$ cat config.mk
export PLATFORM = sky130hd
export DESIGN_NAME = ipv_top
export DESIGN_NICKNAME = d
export VERILOG_FILES = /design/src/logic/ipv_pkg.sv /design/src/logic/ipv_top.sv
export SDC_FILE = /design/constraint.sdc
export NUM_CORES = 1
export LEC_CHECK = 0
export BUFFER_PORTS_ARGS = -buffer_cell sky130_fd_sc_hd__buf_2
export CAP_MARGIN = 10
export CORE_MARGIN = 2
export CORE_UTILIZATION = 50
export CTS_CLUSTER_DIAMETER = 40
export DETAILED_ROUTE_END_ITERATION = 10
export PLACE_DENSITY_LB_ADDON = 0.1
export SKIP_LAST_GASP = 1
export SYNTH_ARGS = -nofsm -noshare
export SYNTH_HDL_FRONTEND = slang
export SYNTH_SLANG_ARGS = --single-unit
$ cat constraint.sdc
create_clock -name ref_clk -period 3.9 [get_ports ref_clk]
set_input_delay 0.78 -clock ref_clk [delete_from_list [all_inputs] [get_ports ref_clk]]
set_output_delay 0.78 -clock ref_clk [all_outputs]
set_load 0.01 [all_outputs]
$ cat src/logic/ipv_pkg.sv
`default_nettype none
package ipv_pkg;
    // APB register byte offsets
    localparam logic [7:0] REG_PRIO   = 8'h00;
    localparam logic [7:0] REG_LOC_EN = 8'h04;
    localparam logic [7:0] REG_RTCTL  = 8'h08;
    localparam logic [7:0] REG_STAT   = 8'h0c;

    localparam logic [4:0] PSEL_RST = 5'h06;
    localparam logic [4:0] PSEL_MIN = 5'h06;
    localparam logic [4:0] PSEL_MAX = 5'h19;
    localparam int         NSRC     = 20;
    localparam logic [2:0] RATE_MAX = 3'h5;

    // Vector table placement
    localparam logic [15:0] VBASE_NORM = 16'hffc0;
    localparam logic [15:0] VBASE_SPEC = 16'hbfc0;
    localparam logic [5:0]  VOFF_NONMASKABLE_REQUEST_PIN  = 6'h34;
    localparam logic [5:0]  VOFF_SWI   = 6'h36;
    localparam logic [5:0]  VOFF_ILL   = 6'h38;
    localparam logic [5:0]  VOFF_WDOG  = 6'h3a;
    localparam logic [5:0]  VOFF_CMF   = 6'h3c;
    localparam logic [5:0]  VOFF_RST   = 6'h3e;

    // Maskable slots: slot n is promotion code n+6
    localparam logic [5:0] SLOT_VOFF [NSRC] = '{
        6'h32, 6'h30, 6'h2e, 6'h2c, 6'h2a, 6'h28, 6'h26, 6'h24, 6'h22, 6'h20,
        6'h1e, 6'h1c, 6'h1a, 6'h18, 6'h16, 6'h14, 6'h12, 6'h10, 6'h0e, 6'h0c};
    localparam logic [4:0] SLOT_PRIO [NSRC] = '{
        5'h05, 5'h06, 5'h07, 5'h08, 5'h09, 5'h0a, 5'h0b, 5'h0c, 5'h0d, 5'h0e,
        5'h11, 5'h13, 5'h14, 5'h17, 5'h18, 5'h0f, 5'h10, 5'h12, 5'h15, 5'h16};

    typedef enum logic [2:0] {
        ST_BOOT  = 3'h0,
        ST_IDLE  = 3'h1,
        ST_STACK = 3'h2,
        ST_FHI   = 3'h3,
        ST_FLO   = 3'h4,
        ST_LOAD  = 3'h5,
        ST_HOLD  = 3'h6
    } ipv_state_t;
endpackage : ipv_pkg
`default_nettype wire

$ cat src/logic/ipv_top.sv
`timescale 1ns/100ps
`default_nettype none
// What this block does
// Twenty maskable sources, all but the external pin locally enabled
// Pseudo-NMI pin blocked in reset, after acceptance
// Vector base set by operating mode
// Pin requests gated by their class bits
// Traps and reset vectors are never masked
// Serial sources at their vectors and priorities
// Pulse accumulator and overflow vectors, priorities
// Output compare vectors and priorities
// Input capture and periodic vectors, priorities
// Software trap waits, then locks out others
// Illegal opcode traps and locks out others
// Periodic flag after one full period
// Reset sets both class mask bits
// Pseudo-NMI mask cannot be set again
// Maskable accept sets maskable mask only
// Pseudo-NMI accept sets both masks
// Return restores both masks from stack
// Fixed order among non-maskable sources
// Promotion written only while maskable masked
// Promoted source keeps gating and vector
// Lowest six vector pairs stay unused
// Promotion resets to external pin
// Vector fetched high byte then low
module ipv_top #(
    parameter int RTI_BASE_CYCLES = 8192
) (
    // Clock and reset
    input  wire logic        ref_clk,
    input  wire logic        arst_n,
    // Pins
    input  wire logic        irq_pin_n,
    input  wire logic        nonmaskable_request_pin_n,
    input  wire logic        mode_a,
    input  wire logic        mode_b,
    // Peripheral and failure requests
    input  wire logic [17:0] periph_req,
    input  wire logic        watchdog_failure,
    input  wire logic        clkmon_failure,
    // CPU sequencer
    input  wire logic        cpu_take_ok,
    input  wire logic        software_trap_instruction,
    input  wire logic        illegal_opcode,
    input  wire logic        flags_stacked,
    input  wire logic        first_insn_done,
    input  wire logic        return_from_interrupt,
    input  wire logic        rti_x,
    input  wire logic        rti_i,
    input  wire logic        flag_xfer,
    input  wire logic        xfer_x,
    input  wire logic        xfer_i,
    output logic             stack_req,
    output logic             x_mask,
    output logic             i_mask,
    // Vector fetch
    output logic [15:0]      mem_addr,
    output logic             mem_rd,
    output logic             boot_rom_sel,
    input  wire logic [7:0]  mem_rdata,
    output logic [15:0]      pc_value,
    output logic             pc_load,
    // APB
    input  wire logic        psel,
    input  wire logic        penable,
    input  wire logic        pwrite,
    input  wire logic [7:0]  paddr,
    input  wire logic [31:0] pwdata,
    output logic [31:0]      prdata,
    output logic             pready,
    output logic             pslverr
);

    typedef struct packed {
        ipv_pkg::ipv_state_t st;
        logic [3:0]          sync1;
        logic [3:0]          sync2;
        logic [1:0]          boot_cnt;
        logic                special;
        logic                boot_int;
        logic                x;
        logic                i;
        logic                set_x;
        logic                trap;
        logic                reset_type;
        logic [5:0]          voff;
        logic [7:0]          pc_hi;
        logic [15:0]         pc;
        logic                pc_load;
        logic                mem_rd;
        logic [15:0]         mem_addr;
        logic                boot_sel;
        logic [4:0]          psel;
        logic [19:1]         en;
        logic [2:0]          rate;
        logic [19:0]         rti_cnt;
        logic                rti_flag;
        logic [31:0]         prdata;
        logic                pready;
        logic                pslverr;
    } ipv_regs_t;

    ipv_regs_t s_q;
    ipv_regs_t s_d;

    localparam ipv_regs_t RESET_VAL = '{
        st: ipv_pkg::ST_BOOT, sync1: 4'hf, sync2: 4'hf, boot_cnt: 2'h0,
        special: 1'b0, boot_int: 1'b0, x: 1'b1, i: 1'b1, set_x: 1'b1,
        trap: 1'b0, reset_type: 1'b1, voff: ipv_pkg::VOFF_RST,
        pc_hi: 8'h00, pc: 16'h0000, pc_load: 1'b0, mem_rd: 1'b0,
        mem_addr: 16'h0000, boot_sel: 1'b0, psel: ipv_pkg::PSEL_RST,
        en: 19'h00000, rate: 3'h0, rti_cnt: 20'h00000, rti_flag: 1'b0,
        prdata: 32'h00000000, pready: 1'b0, pslverr: 1'b0};

    // Periodic period in cycles; codes above five use the slowest rate
    logic [2:0]  rate_eff;
    logic [19:0] rti_last;
    assign rate_eff = (s_q.rate > ipv_pkg::RATE_MAX) ? ipv_pkg::RATE_MAX : s_q.rate;
    assign rti_last = (20'(RTI_BASE_CYCLES) << rate_eff) - 20'h00001;

    always_comb begin
        logic [19:0] req;
        logic [19:0] act;
        logic        found;
        logic [4:0]  bp;
        logic [4:0]  bs;
        logic [4:0]  ps;
        logic [15:0] base;
        logic        acc;
        logic        wr;
        logic        nonmaskable_request_pin_on;
        logic        go;
        logic [5:0]  go_off;
        logic        go_x;
        logic        go_trap;
        logic        go_rst;
        req = '0;
        act = '0;
        found = 1'b0;
        bp = '0;
        bs = '0;
        ps = '0;
        base = '0;
        acc = 1'b0;
        wr = 1'b0;
        nonmaskable_request_pin_on = 1'b0;
        go = 1'b0;
        go_off = '0;
        go_x = 1'b0;
        go_trap = 1'b0;
        go_rst = 1'b0;
        s_d = s_q;
        s_d.pc_load = 1'b0;

        // Two-flop pin synchronisers
        s_d.sync1 = {mode_b, mode_a, nonmaskable_request_pin_n, irq_pin_n};
        s_d.sync2 = s_q.sync1;

        // Periodic timer runs from the first cycle after reset
        if (s_q.rti_cnt >= rti_last) begin
            s_d.rti_cnt = '0;
            s_d.rti_flag = 1'b1;
        end else begin
            s_d.rti_cnt = s_q.rti_cnt + 20'h00001;
        end

        // Maskable requests behind the class bit, all but the pin also behind a local enable
        req = {periph_req, s_q.rti_flag, ~s_q.sync2[0]};
        act[0] = req[0] & ~s_q.i;
        for (int k = 1; k < ipv_pkg::NSRC; k++) begin
            act[k] = req[k] & s_q.en[k] & ~s_q.i;
        end
        for (int k = 0; k < ipv_pkg::NSRC; k++) begin
            if (act[k] && (!found || ipv_pkg::SLOT_PRIO[k] < bp)) begin
                found = 1'b1;
                bp = ipv_pkg::SLOT_PRIO[k];
                bs = 5'(k);
            end
        end
        // Unused promotion codes fall back to the external pin
        if (s_q.psel >= ipv_pkg::PSEL_MIN && s_q.psel <= ipv_pkg::PSEL_MAX) begin
            ps = s_q.psel - ipv_pkg::PSEL_MIN;
        end
        if (act[ps]) begin
            bs = ps;
        end
        nonmaskable_request_pin_on = ~s_q.sync2[1] & ~s_q.x;

        // Fixed order of acceptance in idle
        if (clkmon_failure) begin
            go = 1'b1;
            go_off = ipv_pkg::VOFF_CMF;
            go_rst = 1'b1;
        end else if (watchdog_failure) begin
            go = 1'b1;
            go_off = ipv_pkg::VOFF_WDOG;
            go_rst = 1'b1;
        end else if (illegal_opcode) begin
            go = 1'b1;
            go_off = ipv_pkg::VOFF_ILL;
            go_trap = 1'b1;
        end else if (software_trap_instruction) begin
            go = 1'b1;
            go_off = ipv_pkg::VOFF_SWI;
            go_trap = 1'b1;
        end else if (nonmaskable_request_pin_on && cpu_take_ok) begin
            go = 1'b1;
            go_off = ipv_pkg::VOFF_NONMASKABLE_REQUEST_PIN;
            go_x = 1'b1;
        end else if (found && cpu_take_ok) begin
            go = 1'b1;
            go_off = ipv_pkg::SLOT_VOFF[bs];
        end

        base = s_q.special ? ipv_pkg::VBASE_SPEC : ipv_pkg::VBASE_NORM;

        // Flag register transfer and return
        if (flag_xfer) begin
            s_d.i = xfer_i;
            s_d.x = s_q.x & xfer_x;
        end
        if (return_from_interrupt) begin
            s_d.i = rti_i;
            s_d.x = rti_x;
        end

        unique case (s_q.st)
            ipv_pkg::ST_BOOT: begin
                // Straps are caught once the synchronisers have filled
                s_d.boot_cnt = s_q.boot_cnt + 2'h1;
                if (s_q.boot_cnt == 2'h3) begin
                    s_d.special = ~s_q.sync2[3];
                    s_d.boot_int = ~s_q.sync2[3] & ~s_q.sync2[2];
                    s_d.st = ipv_pkg::ST_FHI;
                    s_d.mem_rd = 1'b1;
                    s_d.mem_addr = (~s_q.sync2[3] ? ipv_pkg::VBASE_SPEC : ipv_pkg::VBASE_NORM)
                                   | {10'h000, ipv_pkg::VOFF_RST};
                    s_d.boot_sel = ~s_q.sync2[3] & ~s_q.sync2[2];
                end
            end
            ipv_pkg::ST_IDLE: begin
                if (go) begin
                    s_d.voff = go_off;
                    s_d.set_x = go_x | go_rst;
                    s_d.trap = go_trap;
                    s_d.reset_type = go_rst;
                    if (go_rst) begin
                        s_d.x = 1'b1;
                        s_d.i = 1'b1;
                        s_d.st = ipv_pkg::ST_FHI;
                        s_d.mem_rd = 1'b1;
                        s_d.mem_addr = base | {10'h000, go_off};
                        s_d.boot_sel = s_q.boot_int;
                    end else begin
                        s_d.st = ipv_pkg::ST_STACK;
                    end
                end
            end
            ipv_pkg::ST_STACK: begin
                if (flags_stacked) begin
                    s_d.i = 1'b1;
                    s_d.x = s_q.x | s_q.set_x;
                    s_d.st = ipv_pkg::ST_FHI;
                    s_d.mem_rd = 1'b1;
                    s_d.mem_addr = base | {10'h000, s_q.voff};
                    s_d.boot_sel = s_q.boot_int;
                end
            end
            ipv_pkg::ST_FHI: begin
                s_d.st = ipv_pkg::ST_FLO;
                s_d.mem_addr = s_q.mem_addr | 16'h0001;
            end
            ipv_pkg::ST_FLO: begin
                s_d.pc_hi = mem_rdata;
                s_d.mem_rd = 1'b0;
                s_d.st = ipv_pkg::ST_LOAD;
            end
            ipv_pkg::ST_LOAD: begin
                s_d.pc = {s_q.pc_hi, mem_rdata};
                s_d.pc_load = 1'b1;
                s_d.boot_sel = 1'b0;
                s_d.st = s_q.trap ? ipv_pkg::ST_HOLD : ipv_pkg::ST_IDLE;
            end
            ipv_pkg::ST_HOLD: begin
                if (first_insn_done) begin
                    s_d.st = ipv_pkg::ST_IDLE;
                end
            end
            default: begin
                s_d.st = ipv_pkg::ST_IDLE;
            end
        endcase

        // APB slave, one wait state per transfer
        acc = psel & penable;
        wr = acc & s_q.pready & pwrite;
        if (acc && !s_q.pready) begin
            s_d.pready = 1'b1;
            s_d.pslverr = 1'b0;
            s_d.prdata = '0;
            unique case (paddr)
                ipv_pkg::REG_PRIO:   s_d.prdata[4:0] = s_q.psel;
                ipv_pkg::REG_LOC_EN: s_d.prdata[19:0] = {s_q.en, 1'b1};
                ipv_pkg::REG_RTCTL:  s_d.prdata[2:0] = s_q.rate;
                ipv_pkg::REG_STAT:   s_d.prdata[7:0] = {s_q.st, s_q.boot_int, s_q.special,
                                                        s_q.i, s_q.x, s_q.rti_flag};
                default:             s_d.pslverr = 1'b1;
            endcase
        end else begin
            s_d.pready = 1'b0;
            s_d.pslverr = 1'b0;
        end
        if (wr) begin
            unique case (paddr)
                ipv_pkg::REG_PRIO: begin
                    if (s_q.i) begin
                        s_d.psel = pwdata[4:0];
                    end
                end
                ipv_pkg::REG_LOC_EN: s_d.en = pwdata[19:1];
                ipv_pkg::REG_RTCTL:  s_d.rate = pwdata[2:0];
                ipv_pkg::REG_STAT: begin
                    // Set wins over a same-cycle clear
                    if (pwdata[0] && s_q.rti_cnt < rti_last) begin
                        s_d.rti_flag = 1'b0;
                    end
                end
                default: begin
                end
            endcase
        end
    end

    always_ff @(posedge ref_clk or negedge arst_n) begin
        if (!arst_n) begin
            s_q <= RESET_VAL;
        end else begin
            s_q <= s_d;
        end
    end

    assign stack_req = (s_q.st == ipv_pkg::ST_STACK);
    assign x_mask = s_q.x;
    assign i_mask = s_q.i;
    assign mem_addr = s_q.mem_addr;
    assign mem_rd = s_q.mem_rd;
    assign boot_rom_sel = s_q.boot_sel;
    assign pc_value = s_q.pc;
    assign pc_load = s_q.pc_load;
    assign prdata = s_q.prdata;
    assign pready = s_q.pready;
    assign pslverr = s_q.pslverr;
endmodule : ipv_top
`default_nettype wire

==> metrics.md, run 1 <==
| Metric | Value |
|---|---|
| RR Startpoint | s_q[78] |
| #FFs+latches synth | 129 |
| Port buffer count | 135 |
| Final WS setup | 0.188 ns |
| Clock Path Buffers | 2 |
| HP Class | register to register |
| Area growth syn-to-layout | 18.0% |
| DR pass1 iterations | 6 |
| Wirelength per Cell | 16.7 µm |
| # DRC | 0 |
| Sequential fraction of the synthesis area | 44.0% |
| H-tree Lvls | 4 |
| Die span in y | 126 µm |
| CP delay by family, top | compound AO/OA/AOI/OAI gates |
| Cts bufs inserted | 17 |
| Tightest Pin Transition | 0.786 ns |
| Fin. max-slew vios | 0 |
| CORE AREA | 14,500 µm² |
| Crit path time final | 3.71 ns |
| Mux contribution to synthesized area | around 7% |
| CP Launch Point | s_q[78] |
| Largest family of logic cells by synthesized area | simple AND/OR/NAND/NOR gates |
| Final setup TNS | 0 ns |
| Routed vias/inst | about 5.6 |
| Hold_sp | s_d[141] |
| Peak VDD IR | 0.462 mV |
| First-pass GRT wire length | 30,700 µm |
| Synth Area in XOR/XNOR | under 10% |
| CTS sink count | 129 |
| Mapped Cells | 814 |
| WP data required | about 4.3 ns |
| GR Overflow Total | 0 |
| Number of enable flip-flop cells after synthesis | 0 |
| Max transition margin | a little under half |
| Crit path cell chain | inv_1 > buf_4 > ha_1 > nor2b_1 > o31a_1 > a311oi_1 > buf_4 > a2111oi_1 > o211a_1 > a211oi_2 > nand2b_1 > mux2i_1 > inv_1 > ha_1 > nor3_1 > and3b_1 > a221oi_2 > o22a_1 |
| Crit-path max FO | 5 |
| Synth unique cells | 69 |
| Simple-gate share of the synthesized area | 20.6% |
| Reg-to-reg endpoint | s_q[129] |
| Drt total wl | 18,800 µm |
| Vias in the first global route | 6,300 |
| Placed cell count | 1,090 |
| Compound-Gate Fraction of Synth Area | roughly 14% |
| Crit path max-delay cell type | dfstp_2 |
| Tcrit/Tclk final | 95.2% |
| Initial antenna violation count | 0 |
| Vias post-DR | 6,254 |
| Initial Util | 51.1% |
| Die ar. | 15,800 µm² |
| Post-Layout Cell Count | 1,125 |
| Status | finished clean |
| GPL Wtd Cong | 0.921 |
| CTS Root Buffer Type | clkbuf_16 |
| Fmax | 269 MHz |
| Buffers & Inverters on Critical Path | 4 |
| Max_cap viols | 0 |
| Max incr delay on CP | 0.52 ns |
| Critical path launch point type | register |
| Leak | about 4.2 nW |
| Power Density | roughly 530 nW/µm² |
| Antenna fix cells | 0 |
| Final hold violation count | 0 |
| Fraction of registers with async set or reset after synthesis | 100% |
| CP endpoint | s_q[129] |
| Detailed placer's ending HPWL | 14,000 µm |
| Layout cells sized above 1 | roughly 30% |
| Crit Path Class | register to register |
| Initial DRC Count | ~470 |
| Final-stage net count | a little over 1k |
| Place WS | -0.114 ns |
| Syn avg cell area | 9.08 µm² |
| Worst skew pair latency | 0.42 ns |
| Worst Skew | 0.00627 ns |
| Area after DPL | 8070 µm² |
| Cell area after synthesis | ~7400 µm² |
| Adder-cell area share of the yosys netlist | 2.54% |
| Yosys Warn Count | 0 |
| Die W | 126 µm |
| R2r worst-path depth | 18 |
| CP endpoint kind | register |
| CTS tree | done |
| Setup violators final | 0 |
| Total power | around 4.6 mW |
| Crit path depth | 18 |
| R2r setup slk | 0.19 ns |
| Row cnt | 44 |
| Critical path data arrival time | 4.06 ns |
| Tot GR Track Use | 24.0% |
| Final instance area | around 8700 µm² |
| Io pins | 160 |
| Pin count of the biggest net entering global routing | between 60 and 70 |
| Main synth FF type | dfrtp_1 |
| Final ANT Viol Nets | 0 |
| Clock transition at the registers of the reported paths | 0.06 ns |
-- power by group --
part           internal, mW  total, mW  switching [mW]
Combinational         0.456       1.07           0.617
Sequential             1.62       1.87           0.250
Clock                 0.981       1.64           0.661
Total                  3.06       4.59            1.53
-- metrics by stage --
stage	hold slack [ns]	util (%)
6_report	0.359	60.3
5_1_grt	0.367	60.3
4_1_cts	0.361	60.0
3_5_place_dp	0.347	55.8
3_3_place_gp	0.347	55.8
2_1_floorplan	0.345	-
-- registers in the layout, indices dropped and copies added (netlist names) --
register / cells
s_d: 4
mem_rd: 1
pready: 1
pc_value: 16
s_q: 74
pslverr: 1
x_mask: 1
i_mask: 1
pc_load: 1
mem_addr: 8
boot_rom_sel: 1
prdata: 20
-- how the worst min path moves through the flow --
stage | to | slack, ns | depth (start not counted)
final | s_q[141] | 0.36 | 0
after global routing | s_q[141] | 0.37 | 0
after CTS | s_q[142] | 0.36 | 0
after detailed placement | s_q[140] | 0.35 | 0
after global placement | s_q[143] | 0.35 | 0
after floorplan | s_q[140] | 0.35 | 0
-- cell usage after synthesis (3+ instances only) --
cell type | number | area [µm²]
clkbuf_1 | 30 | 113
buf_4 | 64 | 480
nand3_1 | 34 | 170
nand2_1 | 135 | 507
or2_2 | 3 | 18.8
o22ai_1 | 3 | 18.8
a31oi_1 | 17 | 106
nand3b_1 | 4 | 30.0
o21ai_0 | 42 | 210
and3_1 | 11 | 68.8
a21oi_1 | 27 | 135
inv_1 | 19 | 71.3
o31ai_1 | 6 | 45.0
a211oi_1 | 3 | 22.5
nor4_1 | 5 | 31.3
nand4_1 | 9 | 56.3
nor3_1 | 19 | 95.1
or3_1 | 8 | 50.1
dfrtp_1 | 111 | 2780
dfstp_2 | 18 | 473
and4_1 | 4 | 35.0
ha_1 | 15 | 188
nor2b_1 | 7 | 43.8
mux2i_1 | 7 | 70.1
a222oi_1 | 3 | 30.0
nand2b_1 | 6 | 37.5
a21o_1 | 6 | 45.0
o22a_1 | 3 | 26.3
mux2_2 | 36 | 405
and2_1 | 6 | 37.5
o31a_1 | 5 | 43.8
o221ai_1 | 3 | 26.3
a22o_1 | 4 | 35.0
xnor2_1 | 6 | 52.6
xor2_1 | 15 | 131
nor2_1 | 67 | 251
a221oi_1 | 3 | 26.3
a22oi_1 | 10 | 75.1
-- layout make-up --
type                    count  area (µm²)
repair buffers            181        1040
clock buffers              18         439
multi-input cells         579        3530
flip-flops and latches    129        3250
inverters                  20        75.1
clock inverters            14         169
well taps                 184         230
fillers                  1287        5750
-- repair_timing --
action / in CTS / in global routing
hold buffers: 0 / 0
resized for setup: 0 / 6
setup endpoints to repair: 0 / 1
buffers inserted: 0 / 3
-- layout by cell type (no fill, tap or decap), types with 4 or more instances in the layout --
cell type  synthesis  final
a21o_1             6      6
a21oi_1           27     27
a22o_1             4      4
a22oi_1           10     10
a31oi_1           17     16
and2_1             6      6
and3_1            11     11
and4_1             4      4
buf_2              1    134
buf_4             64     46
clkbuf_16          0     17
conb_1             2     13
dfrtp_1          111    111
dfstp_2           18     18
ha_1              15     15
inv_1             19     19
inv_6              0      4
mux2_2            36     36
mux2i_1            7      7
nand2_1          135    135
nand2b_1           6      6
nand3_1           34     34
nand3b_1           4      4
nand4_1            9      9
nor2_1            67     67
nor2b_1            7      7
nor3_1            19     18
nor4_1             5      5
o21ai_0           42     41
o31a_1             5      5
o31ai_1            6      6
or3_1              8      8
xnor2_1            6      6
xor2_1            15     15
-- routing by layer --
metal	share of wire (%)	track usage (%)	wire, µm	vias to the layer above
met3	5.1	6.07	966	25
met4	1.7	7.25	311	0
met2	49	40.1	9150	166
met1	44	31.0	8350	3045
li1	-	-	-	3018
met5	0	0	0	-
-- cells by family after synthesis --
family / count (synthesis)
AOI/OAI and AO/OA: 157
DFF: 129
and+or+nand+nor: 328
muxes: 45
buffers and inverters: 117
xor gates and xnor gates: 21
other: 2
adders and majority gates: 15
-- worst register-to-register path, stage by stage (launching register included) --
cell and delay, ns:
dfstp_2 0.52, inv_1 0.05, buf_4 0.15, ha_1 0.21
nor2b_1 0.17, o31a_1 0.25, a311oi_1 0.07, buf_4 0.15
a2111oi_1 0.38, o211a_1 0.22, a211oi_2 0.06, nand2b_1 0.22
mux2i_1 0.27, inv_1 0.09, ha_1 0.22, nor3_1 0.20
and3b_1 0.20, a221oi_2 0.04, o22a_1 0.16
(Power assumes the default switching activity.)
==> run 2: changes to the inputs <==
--- a/config.mk
+++ b/config.mk
@@ -8,7 +8,8 @@
 export BUFFER_PORTS_ARGS = -buffer_cell sky130_fd_sc_hd__buf_2
 export CAP_MARGIN = 10
 export CORE_MARGIN = 2
-export CORE_UTILIZATION = 50
+export CORE_UTILIZATION = 51
+export CTS_BUF_LIST = sky130_fd_sc_hd__clkbuf_2 sky130_fd_sc_hd__clkbuf_4 sky130_fd_sc_hd__clkbuf_8
 export CTS_CLUSTER_DIAMETER = 40
 export DETAILED_ROUTE_END_ITERATION = 10
 export PLACE_DENSITY_LB_ADDON = 0.1
==> run 2 against run 1 <==
Compared with the run above: flip-flop and latch count stayed put; global-route usage is 0.62 points higher; sequential share of layout area is 1.1 points higher; clock-buffer cell count stayed put; utilization is 1.3 points lower; clock skew is 0.0067 ns higher; maximum frequency is 2.2% higher; critical path type unchanged; largest cell class unchanged; highest routed layer unchanged.
==> metrics.md, run 2 (synthesis gave the netlist of run 1 again) <==
| Metric | Value |
|---|---|
| Vias post-DR | 6,142 (-1.8%) |
| Clock network fraction of total power | 29.0% (-6.8 points) |
| Max reg flops | 74 (unchanged) |
| Net Sw Frac | 35.2% (+1.9 points) |
| CTS sink count | 129 (unchanged) |
| Hold buffer count at CTS | 0 (unchanged) |
| Largest Register | s_q |
| CTS tree | done |
| Vias in the first global route | 6,258 (-0.67%) |
| RR Startpoint | s_q[79] |
| CP endpoint kind | register |
| Crit-path max FO | 8 (+3) |
| Port buffer count | 135 (unchanged) |
| Final ANT Viol Nets | 0 (unchanged) |
| Detailed placer's ending HPWL | 14,100 µm (+1.2%) |
| Wirelength per Cell | 16.8 µm (+0.65%) |
| Final WS setup | 0.268 ns (+0.0797 ns) |
| Initial Util | 51.5% (+0.39 points) |
| Int Pwr | 2.68 mW (-12%) |
| Uppermost layer routed | met4 |
| Worst Skew | 0.0129 ns (+0.00666 ns) |
| Fin. max-slew vios | 0 (unchanged) |
| Drt total wl | 18,700 µm (-0.16%) |
| WP data required | 4.26 ns (about the same) |
| # DRC | 0 (unchanged) |
| HP Class | primary input to asynchronous set/reset pin |
| Commonest non-fill, non-tap cell in the layout | nand2_1 |
| Row cnt | 44 (unchanged) |
| Most frequent cells in the layout | 135 x nand2_1, 134 x buf_2, 111 x dfrtp_1 |
| CP Launch Point | s_q[79] |
| GPL Wtd Cong | 0.866 (-5.9%) |
| H-tree Lvls | 4 (unchanged) |
| Pin count of the biggest net entering global routing | 68 (+11%) |
| Combinational share of power | 25.9% (+2.5 points) |
| CTS Root Buffer Type | clkbuf_8 |
| Place WS | -0.0772 ns (+0.0366 ns) |
| First-pass GRT wire length | 31,000 µm (+1.2%) |
| Status | finished clean |
| Tcrit/Tclk final | 93.1% (-2.0 points) |
| Peak VDD IR | 0.348 mV (-25%) |
| Max_cap viols | 0 (unchanged) |
| Crit Path Class | register to register |
| Die W | 124 µm (-0.96%) |
| Critical path launch point type | register |
| Routed vias/inst | 5.50 (-1.0%) |
| Setup violators final | 0 (unchanged) |
| Switch Pwr | 1.46 mW (-4.6%) |
| Wire length on met3 | 696 µm (-28%) |
| Area growth syn-to-layout | 14.6% |
| Power Density | 489 nW/µm² (-6.9%) |
| Routed met1 length | 8260 µm (-0.97%) |
| Io pins | 160 (unchanged) |
| Total power | 4.14 mW (-9.7%) |
| Critical path data arrival time | 3.99 ns (-0.07 ns) |
| Final setup TNS | 0 ns (unchanged) |
| Tightest Pin Transition | 0.755 ns (-0.0310 ns) |
| Die span in y | 124 µm (-0.96%) |
| Leak | 4.07 nW (-3.2%) |
| Crit path time final | 3.63 ns (-0.0797 ns) |
| Met2 wire len | 9500 µm (+3.8%) |
| Cts bufs inserted | 17 (unchanged) |
| Tot GR Track Use | 24.7% (+0.62 points) |
| GR Overflow Total | 0 (unchanged) |
| Seq pwr share | 45.1% (+4.3 points) |
| Clock Path Buffers | 2 (unchanged) |
| Final hold violation count | 0 (unchanged) |
| CORE AREA | 14,400 µm² (-0.76%) |
| Initial DRC Count | 310 (-35%) |
| Clock transition at the registers of the reported paths | 0.08 ns (+0.02 ns) |
| Layout cells sized above 1 | 29.0% (-0.65 points) |
| Worst skew pair latency | 0.44 ns (+0.02 ns) |
| Max transition margin | 49.7% (+2.5 points) |
| Initial antenna violation count | 1 (+1) |
| DR pass1 iterations | 5 (-1) |
| Fmax | 275 MHz (+2.2%) |
| Die ar. | 15,500 µm² (-1.9%) |
| Final-stage net count | 1,021 (-0.97%) |
## run 2: cell types whose count changed in the layout (fill, tap and decap cells not counted), sizes merged
| cell | previous run | this run |
|---|---|---|
| inv | 26 | 25 |
| diode | 0 | 1 |
| clkinvlp | 3 | 1 |
| buf | 181 | 171 |
| clkinv | 3 | 6 |
## run 2: what timing repair did
| action | in CTS | in global routing |
|---|---|---|
| setup buffers | 0 | 1 |
| gates resized for setup | 0 | 8 |
| endpoints found under the setup margin | 0 | 1 |
## run 2: power by group through the flow
stage / clock network, mW / registers (mW) / logic (mW)
6_report: 1.20 / 1.87 / 1.07
5_1_grt: 1.29 / 1.91 / 1.21
4_1_cts: 1.23 / 1.87 / 1.08
3_5_place_dp: 0 / 1.89 / 1.07
3_3_place_gp: 0 / 1.87 / 1.04
2_1_floorplan: 0 / 1.78 / 0.893
## run 2: worst max-delay path, cell delays in order, from the launching register on
cell and delay [ns]:
dfstp_2 0.61, inv_1 0.08, ha_1 0.19, nor2b_1 0.14
o31a_1 0.28, a311oi_1 0.35, a2111oi_1 0.11, o211a_1 0.27
a211oi_2 0.20, nand2b_1 0.17, nor3_1 0.24, a31oi_1 0.09
ha_1 0.22, nor3_2 0.19, and3b_1 0.19, a221oi_1 0.05
o22a_1 0.17
## run 2: worst paths after layout
kind / endpoint / slack (ns) / cells past startpoint
worst min register to register: s_q[143] / 0.36 / 0
min in group ref_clk: s_q[143] / 0.36 / 0
worst max register to register: s_q[129] / 0.27 / 16
worst max-delay path: s_q[129] / 0.27 / 16
max in group asynchronous: s_d[142] / 2.81 / 2
worst min-delay path: s_q[74] / 0.30 / 1
## run 2: stage by stage
| step | hold slack, ns | utilization, % | instances | area, µm² |
|---|---|---|---|---|
| floorplan | 0.345 | - | 825 | 7440 |
| global placement | 0.346 | 55.8 | 1082 | 8010 |
| detailed placement | 0.348 | 55.8 | 1082 | 8010 |
| CTS | 0.295 | 58.7 | 1114 | 8430 |
| global route | 0.312 | 59.0 | 1116 | 8470 |
| finish | 0.304 | 59.0 | 1116 | 8470 |
## run 2: final cells by class
class	instances	area, µm²
Antenna cell	1	2.50
Clock inverter	14	173
Multi-Input combinational cell	579	3530
Fill cell	1317	5900
Sequential cell	129	3250
Inverter	20	75.1
Timing Repair Buffer	171	961
Tap cell	184	230
Clock buffer	18	248
## run 2: per-layer routing
| metal | vias to the layer above | GRT usage [%] |
|---|---|---|
| met1 | 2982 | 30.5 |
| met5 | - | 0 |
| li1 | 2999 | - |
| met2 | 138 | 43.4 |
| met3 | 23 | 5.28 |
| met4 | 0 | 7.01 |
==> run 3: changes to the inputs <==
--- a/config.mk
+++ b/config.mk
@@ -7,9 +7,11 @@
 export LEC_CHECK = 0
 export BUFFER_PORTS_ARGS = -buffer_cell sky130_fd_sc_hd__buf_2
 export CAP_MARGIN = 10
+export CELL_PAD_IN_SITES_DETAIL_PLACEMENT = 0
+export CELL_PAD_IN_SITES_GLOBAL_PLACEMENT = 1
 export CORE_MARGIN = 2
-export CORE_UTILIZATION = 51
-export CTS_BUF_LIST = sky130_fd_sc_hd__clkbuf_2 sky130_fd_sc_hd__clkbuf_4 sky130_fd_sc_hd__clkbuf_8
+export CORE_UTILIZATION = 39
+export CTS_BUF_LIST = sky130_fd_sc_hd__clkbuf_4 sky130_fd_sc_hd__clkbuf_8
 export CTS_CLUSTER_DIAMETER = 40
 export DETAILED_ROUTE_END_ITERATION = 10
 export PLACE_DENSITY_LB_ADDON = 0.1
==> run 3 against run 2 <==
Compared with the run above: flip-flop and latch count is the same; non-clock buffer count increased by 6; critical path depth stayed put.
==> metrics.md, run 3 (synthesis gave the netlist of run 1 again) <==
| Metric | Value |
|---|---|
| Tot GR Track Use | 20.3% (-4.4 points) |
| Max reg flops | 74 (unchanged) |
| Vias post-DR | 6,130 (-0.20%) |
| CTS Root Buffer Type | clkbuf_8 |
| Worst Skew | 0.00909 ns (-0.00384 ns) |
| R2r setup slk | 0.27 ns (about the same) |
| Antenna fix cells | 0 (-1) |
| CP endpoint kind | register |
| Clock Path Buffers | 2 (unchanged) |
| Fin. max-slew vios | 0 (unchanged) |
| Hold WS | 0.359 ns (+0.0552 ns) |
| Final hold violation count | 0 (unchanged) |
| Drt total wl | 19,400 µm (+3.5%) |
| R2r worst-path depth | 16 (unchanged) |
| Buffers & Inverters on Critical Path | 1 (unchanged) |
| Placed cell count | 1,139 (+5.3%) |
| Final setup TNS | 0 ns (unchanged) |
| Die ar. | 20,100 µm² (+30%) |
| Wirelength per Cell | 16.6 µm (-1.4%) |
| Critical path launch point type | register |
| Hold_sp | s_d[142] |
| CTS tree | done |
| Status | finished clean |
| Critical path data arrival time | 4.02 ns (+0.03 ns) |
| Pin count of the biggest net entering global routing | 61 (-10%) |
| Final ANT Viol Nets | 0 (unchanged) |
| GPL Wtd Cong | 0.870 (+0.48%) |
| Post-CTS Setup Bufs | 0 (unchanged) |
| RSZ-0062 raised after global routing | false |
| Port buffer count | 135 (unchanged) |
| Initial DRC Count | 247 (-20%) |
| Clock transition at the registers of the reported paths | 0.09 ns (about the same) |
| CORE AREA | 18,600 µm² (+30%) |
| HP Class | register to register |
| WHS Endpoint | s_q[142] |
| Vias in the first global route | 6,188 (-1.1%) |
| WHS Path Cells | 0 |
| Cts bufs inserted | 17 (unchanged) |
| Crit path cell chain | inv_1 > ha_1 > nor2b_1 > o31a_1 > a311oi_1 > a2111oi_2 > o211a_1 > a211oi_2 > nand2b_1 > nor3_1 > a31oi_1 > ha_1 > nor3_1 > and3b_1 > a221oi_1 > o22a_1 |
| Total power | 4.19 mW (+1.2%) |
| Commonest non-fill, non-tap cell in the layout | nand2_1 |
| Peak VDD IR | 0.328 mV (-5.8%) |
| # DRC | 0 (unchanged) |
| Die span in y | 142 µm (+14%) |
| Layout cells sized above 1 | 29.2% (+0.24 points) |
| Crit-path max FO | 4 (-4) |
| Power Density | 489 nW/µm² (about the same) |
| Fmax | 276 MHz (+0.15%) |
| Die W | 142 µm (+14%) |
| Max transition margin | 47.0% (-2.7 points) |
| Fillers | 1,870 (+42%) |
| Setup violators final | 0 (unchanged) |
| Worst skew pair latency | 0.46 ns (+0.02 ns) |
| Tightest Pin Transition | 0.795 ns (+0.0405 ns) |
| Row cnt | 50 (+14%) |
| Tcrit/Tclk final | 93.0% (-0.14 points) |
| Crit Path Class | register to register |
| Initial antenna violation count | 0 (-1) |
| WP data required | 4.29 ns (+0.03 ns) |
| H-tree Lvls | 4 (unchanged) |
| Area growth syn-to-layout | 15.9% |
| Post-Layout Cell Count | 1,171 (+4.9%) |
| RR Startpoint | s_q[78] |
| Crit path time final | 3.63 ns (-0.00540 ns) |
| Routed vias/inst | 5.23 (-4.9%) |
| GR Overflow Total | 0 (unchanged) |
| Leak | 4.11 nW (+0.85%) |
| Detailed placer's ending HPWL | 14,800 µm (+4.8%) |
| Most frequent cells in the layout | 135 x nand2_1, 134 x buf_2, 111 x dfrtp_1 |
| Io pins | 160 (unchanged) |
| Crit path max-delay cell type | dfstp_2 |
| DR pass1 iterations | 5 (unchanged) |
| First-pass GRT wire length | 32,100 µm (+3.4%) |
| Resize count post-CTS | 0 (unchanged) |
| Max incr delay on CP | 0.53 ns (-0.08 ns) |
| Final-stage net count | 1,027 (+0.59%) |
| Largest Register | s_q |
| CTS sink count | 129 (unchanged) |
| Hold buffer count at CTS | 0 (unchanged) |
| Initial Util | 39.7% (-12 points) |
| CP delay by family, top | compound AO/OA/AOI/OAI gates |
| Reg-to-reg endpoint | s_q[129] |
| Max_cap viols | 0 (unchanged) |
-- run 3: cell count changes in the layout (fill, tap and decap cells not counted), sizes merged --
cell	change
buf	+6
inv	+3
diode	-1
clkbuf	-1
clkinv	-2
-- run 3: how the worst max path moves through the flow --
stage               cells after the start     startpoint  slack (ns)        to
finish                                 16        s_q[78]        0.27  s_q[129]
global route                           18        s_q[78]       0.008  s_q[129]
CTS                                    17        s_q[78]        0.14  s_q[129]
detailed placement                     15  periph_req[3]       -0.02  s_q[129]
global placement                       15  periph_req[3]      -0.003  s_q[129]
floorplan                              18        s_q[78]        0.12  s_q[129]
-- run 3: layer usage --
metal	GRT usage, %	up-vias	part of all wire, %	wire length, µm
met2	34.5	160	50	9710
met3	4.76	19	4.7	908
met4	6.11	0	1.3	243
met1	25.7	2943	44	8520
li1	-	3008	-	-
met5	0	-	0	0
-- run 3: cell type report --
cell class,count,area [µm²],area share [%]
Tap cell,234,293,3.42
Sequential cell,129,3250,37.9
Clock buffer,17,234,2.73
Inverter,20,75.1,0.876
Clock inverter,15,190,2.22
Timing Repair Buffer,177,1010,11.7
Multi-Input combinational cell,579,3520,41.1
-- run 3: metrics by stage --
stage / utilization (%) / instance area (µm²) / setup WS [ns]
after global routing: 46.0 / 8570 / 0.00786
after CTS: 45.9 / 8550 / 0.138
after detailed placement: 43.6 / 8130 / -0.0174
after global placement: 43.6 / 8130 / -0.00294
after floorplan: - / 7440 / 0.120
final: 46.0 / 8570 / 0.274
-- run 3: where the power goes --
| group | switching [mW] | leakage, nW | internal (mW) | total, mW |
|---|---|---|---|---|
| clock | 0.638 | 0.213 | 0.601 | 1.24 |
| sequential | 0.209 | 1.62 | 1.62 | 1.83 |
| combinational | 0.654 | 2.28 | 0.471 | 1.12 |
